### src/gpio_port_params.svh
`ifndef GPIO_PORT_PARAMS_SVH
`define GPIO_PORT_PARAMS_SVH

// ****************************************************************
// Register bus geometry
// ****************************************************************
`define GPIO_ADDR_WIDTH 5
`define GPIO_DATA_WIDTH 8

// ****************************************************************
// Register offsets, three per port for A to F
// ****************************************************************
`define OFS_PORT_A_OUTPUT_LATCH 5'h00
`define OFS_PORT_A_DIRECTION 5'h01
`define OFS_PORT_A_PIN_LEVELS 5'h02
`define OFS_PORT_B_OUTPUT_LATCH 5'h03
`define OFS_PORT_B_DIRECTION 5'h04
`define OFS_PORT_B_PIN_LEVELS 5'h05
`define OFS_PORT_C_OUTPUT_LATCH 5'h06
`define OFS_PORT_C_DIRECTION 5'h07
`define OFS_PORT_C_PIN_LEVELS 5'h08
`define OFS_PORT_D_OUTPUT_LATCH 5'h09
`define OFS_PORT_D_DIRECTION 5'h0a
`define OFS_PORT_D_PIN_LEVELS 5'h0b
`define OFS_PORT_E_OUTPUT_LATCH 5'h0c
`define OFS_PORT_E_DIRECTION 5'h0d
`define OFS_PORT_E_PIN_LEVELS 5'h0e
`define OFS_PORT_F_OUTPUT_LATCH 5'h0f
`define OFS_PORT_F_DIRECTION 5'h10
`define OFS_PORT_F_PIN_LEVELS 5'h11
`define OFS_PORT_G_OUTPUT_LATCH 5'h12
`define OFS_PORT_G_DIRECTION 5'h13

// ****************************************************************
// Field widths and reset values
// ****************************************************************
`define PORT_WIDTH 8
`define PORT_G_WIDTH 5
`define LATCH_RESET 8'h00
`define DIRECTION_RESET 8'h00
`define UNMAPPED_READ 8'h00

`endif

### src/gpio_port_pkg.sv
package gpio_port_pkg;

    // ****************************************************************
    // Register selection decoded from the bus address
    // ****************************************************************
    typedef enum logic [1:0] {
        FIELD_LATCH = 2'b00,
        FIELD_DIRECTION = 2'b01,
        FIELD_PINS = 2'b10,
        FIELD_NONE = 2'b11
    } reg_field_type;

    typedef struct packed {
        logic [2:0] port;
        reg_field_type field;
    } reg_select_type;

endpackage : gpio_port_pkg

### src/gpio_port_register_set.sv
`timescale 1ns/1ps
`include "gpio_port_params.svh"

// Notes on behaviour
// - Output latches of ports A to F are eight read/write bits that reset to zero.
// - Direction registers of ports A to F are eight read/write bits that reset to zero.
// - Pin level registers of ports A to F are read-only, writes store nothing, no reset value.
// - The port G latch keeps bits 4 to 0 writable, bits 7 to 5 read zero, all reset to zero.
// - The port G direction keeps bits 4 to 0 writable, bits 7 to 5 read zero, reset to zero.
// - In legacy mode the port C pins start as push-pull outputs driving zero.
// - In legacy mode port C reaches that driven-zero state with no clock edge needed.
// - In legacy mode port F has no latch or direction register and its pins are inputs only.
module gpio_port_register_set (
    input wire logic clk,
    input wire logic rst_b,
    input wire logic ce,
    input wire logic legacy_mode,
    input wire logic [`GPIO_ADDR_WIDTH-1:0] addr,
    input wire logic [`GPIO_DATA_WIDTH-1:0] wdata,
    input wire logic wr,
    input wire logic rd,
    output logic [`GPIO_DATA_WIDTH-1:0] rdata,
    input wire logic [`PORT_WIDTH-1:0] port_a_pad_in,
    output logic [`PORT_WIDTH-1:0] port_a_pad_out,
    output logic [`PORT_WIDTH-1:0] port_a_pad_oe,
    input wire logic [`PORT_WIDTH-1:0] port_b_pad_in,
    output logic [`PORT_WIDTH-1:0] port_b_pad_out,
    output logic [`PORT_WIDTH-1:0] port_b_pad_oe,
    input wire logic [`PORT_WIDTH-1:0] port_c_pad_in,
    output logic [`PORT_WIDTH-1:0] port_c_pad_out,
    output logic [`PORT_WIDTH-1:0] port_c_pad_oe,
    input wire logic [`PORT_WIDTH-1:0] port_d_pad_in,
    output logic [`PORT_WIDTH-1:0] port_d_pad_out,
    output logic [`PORT_WIDTH-1:0] port_d_pad_oe,
    input wire logic [`PORT_WIDTH-1:0] port_e_pad_in,
    output logic [`PORT_WIDTH-1:0] port_e_pad_out,
    output logic [`PORT_WIDTH-1:0] port_e_pad_oe,
    input wire logic [`PORT_WIDTH-1:0] port_f_pad_in,
    output logic [`PORT_WIDTH-1:0] port_f_pad_out,
    output logic [`PORT_WIDTH-1:0] port_f_pad_oe,
    output logic [`PORT_G_WIDTH-1:0] port_g_pad_out,
    output logic [`PORT_G_WIDTH-1:0] port_g_pad_oe
);
    import gpio_port_pkg::*;

    localparam int NUM_PORTS = 6;
    localparam int PORT_C = 2;
    localparam int PORT_F = 5;
    localparam logic [2:0] PORT_G_INDEX = 3'd6;

    // ****************************************************************
    // Address decode
    // ****************************************************************
    function automatic reg_select_type decode_addr(input logic [`GPIO_ADDR_WIDTH-1:0] a);
        reg_select_type sel;
        sel.port = 3'd0;
        sel.field = FIELD_NONE;
        unique case (a)
            `OFS_PORT_A_OUTPUT_LATCH: sel = '{3'd0, FIELD_LATCH};
            `OFS_PORT_A_DIRECTION: sel = '{3'd0, FIELD_DIRECTION};
            `OFS_PORT_A_PIN_LEVELS: sel = '{3'd0, FIELD_PINS};
            `OFS_PORT_B_OUTPUT_LATCH: sel = '{3'd1, FIELD_LATCH};
            `OFS_PORT_B_DIRECTION: sel = '{3'd1, FIELD_DIRECTION};
            `OFS_PORT_B_PIN_LEVELS: sel = '{3'd1, FIELD_PINS};
            `OFS_PORT_C_OUTPUT_LATCH: sel = '{3'd2, FIELD_LATCH};
            `OFS_PORT_C_DIRECTION: sel = '{3'd2, FIELD_DIRECTION};
            `OFS_PORT_C_PIN_LEVELS: sel = '{3'd2, FIELD_PINS};
            `OFS_PORT_D_OUTPUT_LATCH: sel = '{3'd3, FIELD_LATCH};
            `OFS_PORT_D_DIRECTION: sel = '{3'd3, FIELD_DIRECTION};
            `OFS_PORT_D_PIN_LEVELS: sel = '{3'd3, FIELD_PINS};
            `OFS_PORT_E_OUTPUT_LATCH: sel = '{3'd4, FIELD_LATCH};
            `OFS_PORT_E_DIRECTION: sel = '{3'd4, FIELD_DIRECTION};
            `OFS_PORT_E_PIN_LEVELS: sel = '{3'd4, FIELD_PINS};
            `OFS_PORT_F_OUTPUT_LATCH: sel = '{3'd5, FIELD_LATCH};
            `OFS_PORT_F_DIRECTION: sel = '{3'd5, FIELD_DIRECTION};
            `OFS_PORT_F_PIN_LEVELS: sel = '{3'd5, FIELD_PINS};
            `OFS_PORT_G_OUTPUT_LATCH: sel = '{PORT_G_INDEX, FIELD_LATCH};
            `OFS_PORT_G_DIRECTION: sel = '{PORT_G_INDEX, FIELD_DIRECTION};
            default: sel = '{3'd0, FIELD_NONE};
        endcase
        return sel;
    endfunction : decode_addr

    reg_select_type sel;
    logic [`PORT_WIDTH-1:0] latch_q [0:NUM_PORTS-1];
    logic [`PORT_WIDTH-1:0] dir_q [0:NUM_PORTS-1];
    logic [`PORT_WIDTH-1:0] pad_in [0:NUM_PORTS-1];
    logic [`PORT_G_WIDTH-1:0] latch_g_q;
    logic [`PORT_G_WIDTH-1:0] dir_g_q;
    logic [`GPIO_DATA_WIDTH-1:0] rdata_next;

    assign sel = decode_addr(addr);

    assign pad_in[0] = port_a_pad_in;
    assign pad_in[1] = port_b_pad_in;
    assign pad_in[2] = port_c_pad_in;
    assign pad_in[3] = port_d_pad_in;
    assign pad_in[4] = port_e_pad_in;
    assign pad_in[5] = port_f_pad_in;

    // ****************************************************************
    // Ports A to F storage
    // ****************************************************************
    // Port F is held clear while legacy mode is selected, so its pins
    // fall back to inputs and no stale value reappears on leaving it.
    generate
        for (genvar i = 0; i < NUM_PORTS; i++) begin : g_port
            logic write_here;
            logic clear_here;
            assign write_here = wr && (sel.port == 3'(i));
            assign clear_here = (i == PORT_F) && legacy_mode;
            gpio_port_slice #(
                .WIDTH(`PORT_WIDTH)
            ) u_slice (
                .clk(clk),
                .rst_b(rst_b),
                .ce(ce),
                .clear(clear_here),
                .latch_we(write_here && (sel.field == FIELD_LATCH)),
                .dir_we(write_here && (sel.field == FIELD_DIRECTION)),
                .wdata(wdata),
                .latch_reg(latch_q[i]),
                .dir_reg(dir_q[i])
            );
        end
    endgenerate

    // ****************************************************************
    // Port G storage, five bits only
    // ****************************************************************
    gpio_port_slice #(
        .WIDTH(`PORT_G_WIDTH)
    ) u_slice_g (
        .clk(clk),
        .rst_b(rst_b),
        .ce(ce),
        .clear(1'b0),
        .latch_we(wr && (sel.port == PORT_G_INDEX) && (sel.field == FIELD_LATCH)),
        .dir_we(wr && (sel.port == PORT_G_INDEX) && (sel.field == FIELD_DIRECTION)),
        .wdata(wdata[`PORT_G_WIDTH-1:0]),
        .latch_reg(latch_g_q),
        .dir_reg(dir_g_q)
    );

    // ****************************************************************
    // Read path
    // ****************************************************************
    // Pin level selects have no write path at all: a write there is dropped.
    always_comb begin
        rdata_next = `UNMAPPED_READ;
        if (sel.port == PORT_G_INDEX) begin
            unique case (sel.field)
                FIELD_LATCH: rdata_next = {3'b000, latch_g_q};
                FIELD_DIRECTION: rdata_next = {3'b000, dir_g_q};
                default: rdata_next = `UNMAPPED_READ;
            endcase
        end else if (sel.port < 3'(NUM_PORTS)) begin
            unique case (sel.field)
                FIELD_LATCH: rdata_next = latch_q[sel.port];
                FIELD_DIRECTION: rdata_next = dir_q[sel.port];
                FIELD_PINS: rdata_next = pad_in[sel.port];
                FIELD_NONE: rdata_next = `UNMAPPED_READ;
            endcase
        end
    end

    // Read data stand from the enabled edge that takes the strobe until the next enabled edge
    always_ff @(posedge clk or negedge rst_b) begin
        if (!rst_b) begin
            rdata <= `UNMAPPED_READ;
        end else if (ce) begin
            rdata <= rd ? rdata_next : `UNMAPPED_READ;
        end
    end

    // ****************************************************************
    // Pad drive
    // ****************************************************************
    assign port_a_pad_out = latch_q[0];
    assign port_a_pad_oe = dir_q[0];
    assign port_b_pad_out = latch_q[1];
    assign port_b_pad_oe = dir_q[1];
    assign port_d_pad_out = latch_q[3];
    assign port_d_pad_oe = dir_q[3];
    assign port_e_pad_out = latch_q[4];
    assign port_e_pad_oe = dir_q[4];
    assign port_f_pad_out = latch_q[PORT_F];
    assign port_f_pad_oe = dir_q[PORT_F];
    assign port_g_pad_out = latch_g_q;
    assign port_g_pad_oe = dir_g_q;

    // Port C drive: legacy mode forces push-pull output without a clock.
    // The latch resets to zero, so the pins drive zero from reset onward;
    // the OR is the one output not taken straight from a flip-flop, as a
    // stopped clock must not delay it.
    assign port_c_pad_out = latch_q[PORT_C];
    assign port_c_pad_oe = dir_q[PORT_C] | {`PORT_WIDTH{legacy_mode}};

endmodule : gpio_port_register_set

### src/gpio_port_slice.sv
`timescale 1ns/1ps
`include "gpio_port_params.svh"

module gpio_port_slice #(
    parameter int WIDTH = `PORT_WIDTH
) (
    input wire logic clk,
    input wire logic rst_b,
    input wire logic ce,
    input wire logic clear,
    input wire logic latch_we,
    input wire logic dir_we,
    input wire logic [WIDTH-1:0] wdata,
    output logic [WIDTH-1:0] latch_reg,
    output logic [WIDTH-1:0] dir_reg
);

    // ****************************************************************
    // Output latch
    // ****************************************************************
    always_ff @(posedge clk or negedge rst_b) begin
        if (!rst_b) begin
            latch_reg <= '0;
        end else if (ce) begin
            if (clear) begin
                latch_reg <= '0;
            end else if (latch_we) begin
                latch_reg <= wdata;
            end
        end
    end

    // ****************************************************************
    // Direction register
    // ****************************************************************
    always_ff @(posedge clk or negedge rst_b) begin
        if (!rst_b) begin
            dir_reg <= '0;
        end else if (ce) begin
            if (clear) begin
                dir_reg <= '0;
            end else if (dir_we) begin
                dir_reg <= wdata;
            end
        end
    end

endmodule : gpio_port_slice
### config.mk
export PLATFORM = sky130hd
export DESIGN_NAME = gpio_port_register_set
export DESIGN_NICKNAME = d
export VERILOG_FILES = /design/src/gpio_port_pkg.sv /design/src/gpio_port_register_set.sv /design/src/gpio_port_slice.sv
export VERILOG_INCLUDE_DIRS = /design/src
export SDC_FILE = /design/constraint.sdc
export NUM_CORES = 1
export LEC_CHECK = 0
export BUFFER_PORTS_ARGS = -buffer_cell sky130_fd_sc_hd__buf_2
export CORE_AREA = 2 2 177 179
export DETAILED_ROUTE_END_ITERATION = 12
export DIE_AREA = 0 0 179 181
export HOLD_SLACK_MARGIN = 0.03
export PLACE_DENSITY_LB_ADDON = 0.12
export SYNTH_ARGS = -nofsm -noshare
export SYNTH_HDL_FRONTEND = slang
export SYNTH_HIERARCHICAL = 1
export SYNTH_SLANG_ARGS = --single-unit
### constraint.sdc
create_clock -name clk -period 1.5 [get_ports clk]
set_input_delay 0.075 -clock clk [delete_from_list [all_inputs] [get_ports clk]]
set_output_delay 0.075 -clock clk [all_outputs]
set_load 0.05 [all_outputs]
Word-level counts from Yosys, hierarchy flattened
Memory sizes are Yosys's and may differ from the RTL's.
Cells that the tools add are included.
Widths: inputs -> output; s select.
{ "word_totals": {"ff_bits": 114, "rom_bits": 160, "inputBits": 67, "out_inout_bits": 114, "n_memories": 1} }
{ "mem_list": {"columns": ["memory", "depth", "width", "read_ports", "rd_ports_with_merged_regs", "wr", "line", "rtl"], "rows": [
  ["(name not given)", 32, 5, 1, 0, 0, "gpio_port_register_set.sv:58", "unique case (a)"]
]} }
{ "op_classes": {"order_cmp": 2, "n_eq_ne": 9, "n_mux": 18, "n_bitwise": 2, "reduce_logical": 39} }
{ "op_table": {"columns": ["op", "count"], "rows": [
  ["$mux 8", 13],
  ["$bmux 8 s3", 3],
  ["$pmux 8 s4", 1],
  ["$reduce_and 2->1", 14],
  ["$logic_and 1x1->1", 21],
  ["$pmux 5 s2", 1],
  ["$eq 3x3->1 const B", 3],
  ["$or 8x8->8", 1],
  ["$eq 3x2->1 const B", 2],
  ["$eq 2x2->1 const B", 2],
  ["$ge 4x4->1 const B", 1],
  ["$not 3->4", 1],
  ["$reduce_bool 2->1", 2],
  ["$eq 3x1->1 const B", 1],
  ["$logic_not 3->1", 1],
  ["$lt 3x3->1 const B", 1],
  ["$eq 2x1->1 const B", 1],
  ["$logic_not 2->1", 1]
]} }

Logic depth before layout (Yosys ltp)
An unclocked memory read counts as a cell.
{ "depth": {"ltp_word": 9, "mapped_depth": 13, "depth_no_buf": 9} }

Cells and area by module
The synthesis kept the hierarchy.
{ "modules_own_cells": {"columns": ["mod", "instances", "cells_each", "area_per_inst_um2", "seq_area_each_um2"], "rows": [
  ["gpio_port_slice at g_port[0].u_slice ...", 6, 90, 954.7, 400.4],
  ["gpio_port_register_set", 1, 391, 2795.2, 200.2],
  ["gpio_port_slice at u_slice_g", 1, 54, 549.3, 250.2]
]} }

Least setup slack after synthesis
OpenSTA, ideal clock, no wires.
{ "synth_timing": {"kind": "input port to flip-flop", "start": "in addr[1]", "end": "reg g_port[3].u_slice.latch_reg[1]", "setup_time_ps": 130, "arrival_time_ps": 2007, "required_time_ps": 1370, "path_slack_ps": -637, "cell_stages": 12, "n_path_buf": 3, "cell_sequence": "inv_1 -> ha_1 -> clkbuf_1 -> nor4bb_1 -> a31oi_1 -> o211ai_1 -> nand3_1 -> nor2_1 -> buf_2 -> or2_1 -> buf_6 -> o221ai_2"} }
{ "synth_via": {"elab_chain_len": 5} }
{ "synth_rtl": {"columns": ["element", "line", "rtl"], "rows": [
  ["start: declaration", "gpio_port_register_set.sv:18", "input wire logic [`GPIO_ADDR_WIDTH-1:0] addr,"],
  ["$mem_v2 32x5 (*)", null, null],
  ["$eq 3x2->1", "gpio_port_register_set.sv:110", "assign write_here = wr && (sel.port == 3'(i));"],
  ["$logic_and 1x1->1", "gpio_port_register_set.sv:110", null],
  ["$logic_and 1x1->1 (*)", "gpio_port_register_set.sv:119", ".latch_we(write_here && (sel.field == FIELD_LATCH)),"],
  ["$reduce_and 2->1 (no line) (*)", null, null],
  ["end signal: assignment", "gpio_port_slice.sv:28", "latch_reg <= wdata;"],
  ["end: declaration", "gpio_port_slice.sv:14", "output logic [WIDTH-1:0] latch_reg,"]
]} }
Every way passes the cells marked *; elsewhere a longest branch is shown, timed or not.
A chain may end at the register's enable or synchronous reset.

Worst setup path after layout
{ "layout_timing": {"start": "in addr[1]", "end": "reg g_port[0].u_slice.latch_reg[3]"} }
{ "layout_via": {"elab_chain_len": 5} }
{ "layout_rtl": {"columns": ["element", "line"], "rows": [
  ["$mem_v2 32x5 (*)", null],
  ["$logic_not 3->1", "gpio_port_register_set.sv:110"],
  ["$logic_and 1x1->1", "gpio_port_register_set.sv:110"],
  ["$logic_and 1x1->1 (*)", "gpio_port_register_set.sv:119"],
  ["$reduce_and 2->1 (no line) (*)", null],
  ["end signal: assignment", "gpio_port_slice.sv:28"],
  ["end: declaration", "gpio_port_slice.sv:14"]
]} }
Marks and branches as above.

==> summary.txt <==
Run status
  • Status: complete, but fails checks
  • Failing checks: negative setup slack

Pwr
  • Internal: 8.73 mW
  • Switch Pwr: roughly 6.4 mW
  • Reg power frac: between 20% and 30%
  • Static leakage: ~5.7 nW
  • Pwr per Cell Area: between 1000 and 1500 nW/µm²
  • Peak supply drop: between 0.0005 and 0.0006 V
  • Clock group share of total power: 29.5%
  • Sw Ratio: about 42%
  • Final Power: approximately 15 mW
  • Combinational cell fraction of total power: a little over two fifths

Yosys
  • Mapped Area: 9070 µm²
  • Mapped Cells: approximately 990
  • EDFF count, synth: 0
  • Syn Area/Cell: 9.21 µm²
  • Top FF cell, synth: dfrtp_1
  • Count of cell types in the netlist: 76
  • Sequential cell area fraction in the yosys report: about a third
  • Yosys reg bits: about 110
  • Ys Warns: 6
  • Post-synth ARST share: 100%

Finish
  • Final Util: between 40% and 50%
  • Most frequent cells in the layout: 173 x buf_2, 167 x buf_4, 113 x dfrtp_1, 103 x nand2b_1, 101 x o221ai_2
  • Final nets: about 1.4k
  • FF/Latch Area: roughly 2900 µm²
  • Commonest non-fill, non-tap cell in the layout: buf_2
  • Layout Area Growth over Synthesis: 44.4%
  • Layout cells sized above 1: between 40% and 50%
  • Multi-input combinational cell area: 5800 µm²
  • Diode count: 0
  • Fill count: between 3k and 4k

Timing
  • Fin worst setup slack: -0.257 ns
  • Setup TNS: -15.23 ns
  • Setup-failing EPs final: 102
  • Endpoints failing hold: 0
  • Slew Limit Fails: 0
  • Max-slew headroom: between 50% and 60%
  • RSZ-0062 raised after global routing: yes
  • Clock skew: about 0.01 ns
  • Period Utilization, post-route: 117%
  • Slew @ Worst Pin: 0.635 ns
  • Crit path time final: 1.76 ns
  • Worst hold slack: 0.0700 ns
  • Max frequency: between 0.5 and 0.6 GHz

Die
  • Rows: 64
  • Boundary Pins: around 180
  • Chip height: approximately 180 µm
  • Core ar.: ~30000 µm²
  • Die area: around 32000 µm²
  • Die width: 179 µm
  • Initial Utilization: 29.9%

Placed design
  • Final HPWL DP: 28800 µm
  • RD Place Congestion: slightly below 0.9
  • I/O Buffers: 180

Setup path
  • Data arrival, critical path: 2.07 ns
  • Worst R2R Path Depth: 5
  • Worst EP required: roughly 1.8 ns
  • FF-to-FF setup slack: -0.13 ns
  • Worst Path Max Fanout: 5
  • Critical path class: input pin to register
  • Critical path launch point type: input pin
  • Crit. End Element: register

CTS
  • CTS Root Cell: clkbuf_16
  • Clock slew seen by the registers of the worst setup and hold paths: 0.05 ns
  • Clock sinks: between 100 and 150
  • Clk buf depth: 2
  • TritonCTS clock tree: done
  • Clk_lat worst skew: between 0.4 and 0.5 ns
  • H-tree depth: 4
  • TritonCTS Buffers: 17

Global routing
  • Total global routing overflow: 0
  • Vias in the first global route: between 9k and 10k
  • Gr usage total: a little under a quarter
  • Largest net degree at the start of global routing: 84
  • First-pass GRT wire length: about 57000 µm
  • Initial antenna violation count: 1

Detailed routing
  • Routed wire length: just under 40000 µm
  • Wire length per cell: between 20 and 25 µm
  • Drt drc: 0
  • Pre-antenna DRT Iters: 5
  • 1st-iter DRT viols: ~710
  • Detailed-route via count: around 9k
  • Final ANT Viol Nets: 0
  • Vias per inst: around 5.3

Min path
  • HP Class: input pin to async pin

Run
  • MaxCap Viol Count: 0
## cells in the mapped netlist (15+ instances only)
library cell    n  area (µm²)
o21ai_0        34         170
nand2_1        24        90.1
nor2_1         46         173
buf_6          31         349
inv_1         100         375
o211ai_1       15         113
a21oi_1        37         185
mux2_2         16         180
nor2b_1        20         125
buf_2          30         150
dfrtp_1       114        2850
o221ai_1       25         219
nand3_1       105         526
nand2b_1      103         644
o221ai_2       87        1310
## worst max-delay path, cell delays in order
cell and delay, ns:
buf_8 0.09, inv_4 0.03, buf_6 0.11, ha_4 0.28, nor4bb_4 0.21, a31oi_2 0.08
o211ai_1 0.27, nand3_1 0.18, buf_6 0.19, nor2_4 0.11, buf_6 0.13, or2_4 0.13
buf_6 0.10, o221ai_2 0.09
## what timing repair did
action	CTS	global route
setup endpoints to repair	122	122
gates cloned	1	1
gates resized for setup	75	85
hold buffers	1	0
pin swaps	31	40
endpoints found under the hold margin	114	0
setup buffers	5	11
## worst paths after layout
path	from	to
min in group clk	legacy_mode	g_port[5].u_slice/dir_reg[7]
hold / removal	rst_b	g_port[0].u_slice/latch_reg[6]
setup / recovery	addr[1]	g_port[0].u_slice/latch_reg[3]
setup reg to reg	g_port[0].u_slice/dir_reg[7]	rdata[7]
max in group asynchronous	rst_b	rdata[7]
hold reg to reg	rdata[5]	rdata[5]
## power groups by stage
stage / combinational, mW / clock [mW] / sequential, mW
CTS: 6.15 / 4.53 / 4.34
detailed placement: 6.01 / 0 / 4.38
finish: 6.31 / 4.46 / 4.35
floorplan: 2.18 / 0 / 5.93
global route: 6.69 / 4.68 / 4.42
global placement: 5.97 / 0 / 4.38
## final cells by class
cell class              instances  area share, %
inverters                     100           2.89
clock inverters                11           1.20
flip-flops and latches        114           21.8
clock buffers                  21           3.59
repair buffers                395           22.5
well taps                     396           3.78
multi-input cells             691           44.3
## layer usage
metal	vias up	global-route usage (%)	share of wire, %
met5	-	0	0
met4	0	8.07	2.8
met3	43	3.89	5.4
met2	271	36.9	46
met1	4545	33.8	46
li1	4298	-	-
## cells by family (layout without fill, tap and decap cells)
kind of cell	after synthesis	after routing	share of synthesized area [%]
multiplexers	20	20	2.43
other	1	9	0.0413
AO/OA/AOI/OAI	283	283	30.1
AND/OR/NAND/NOR	373	373	23.7
adder cells (fa/ha/maj)	4	4	0.552
XOR/XNOR	2	2	0.276
buffers and inverters	188	527	11.5
flip-flops	114	114	31.4
## per-stage QoR
step | worst slack [ns] | cells | instance area, µm²
2_1_floorplan | -0.499 | 993 | 9310
3_3_place_gp | -1.09 | 1679 | 11700
3_5_place_dp | -1.08 | 1679 | 11700
4_1_cts | -0.257 | 1717 | 12600
5_1_grt | -0.368 | 1728 | 13100
6_report | -0.257 | 1728 | 13100
Note: power is estimated with default switching activity, not from simulation.
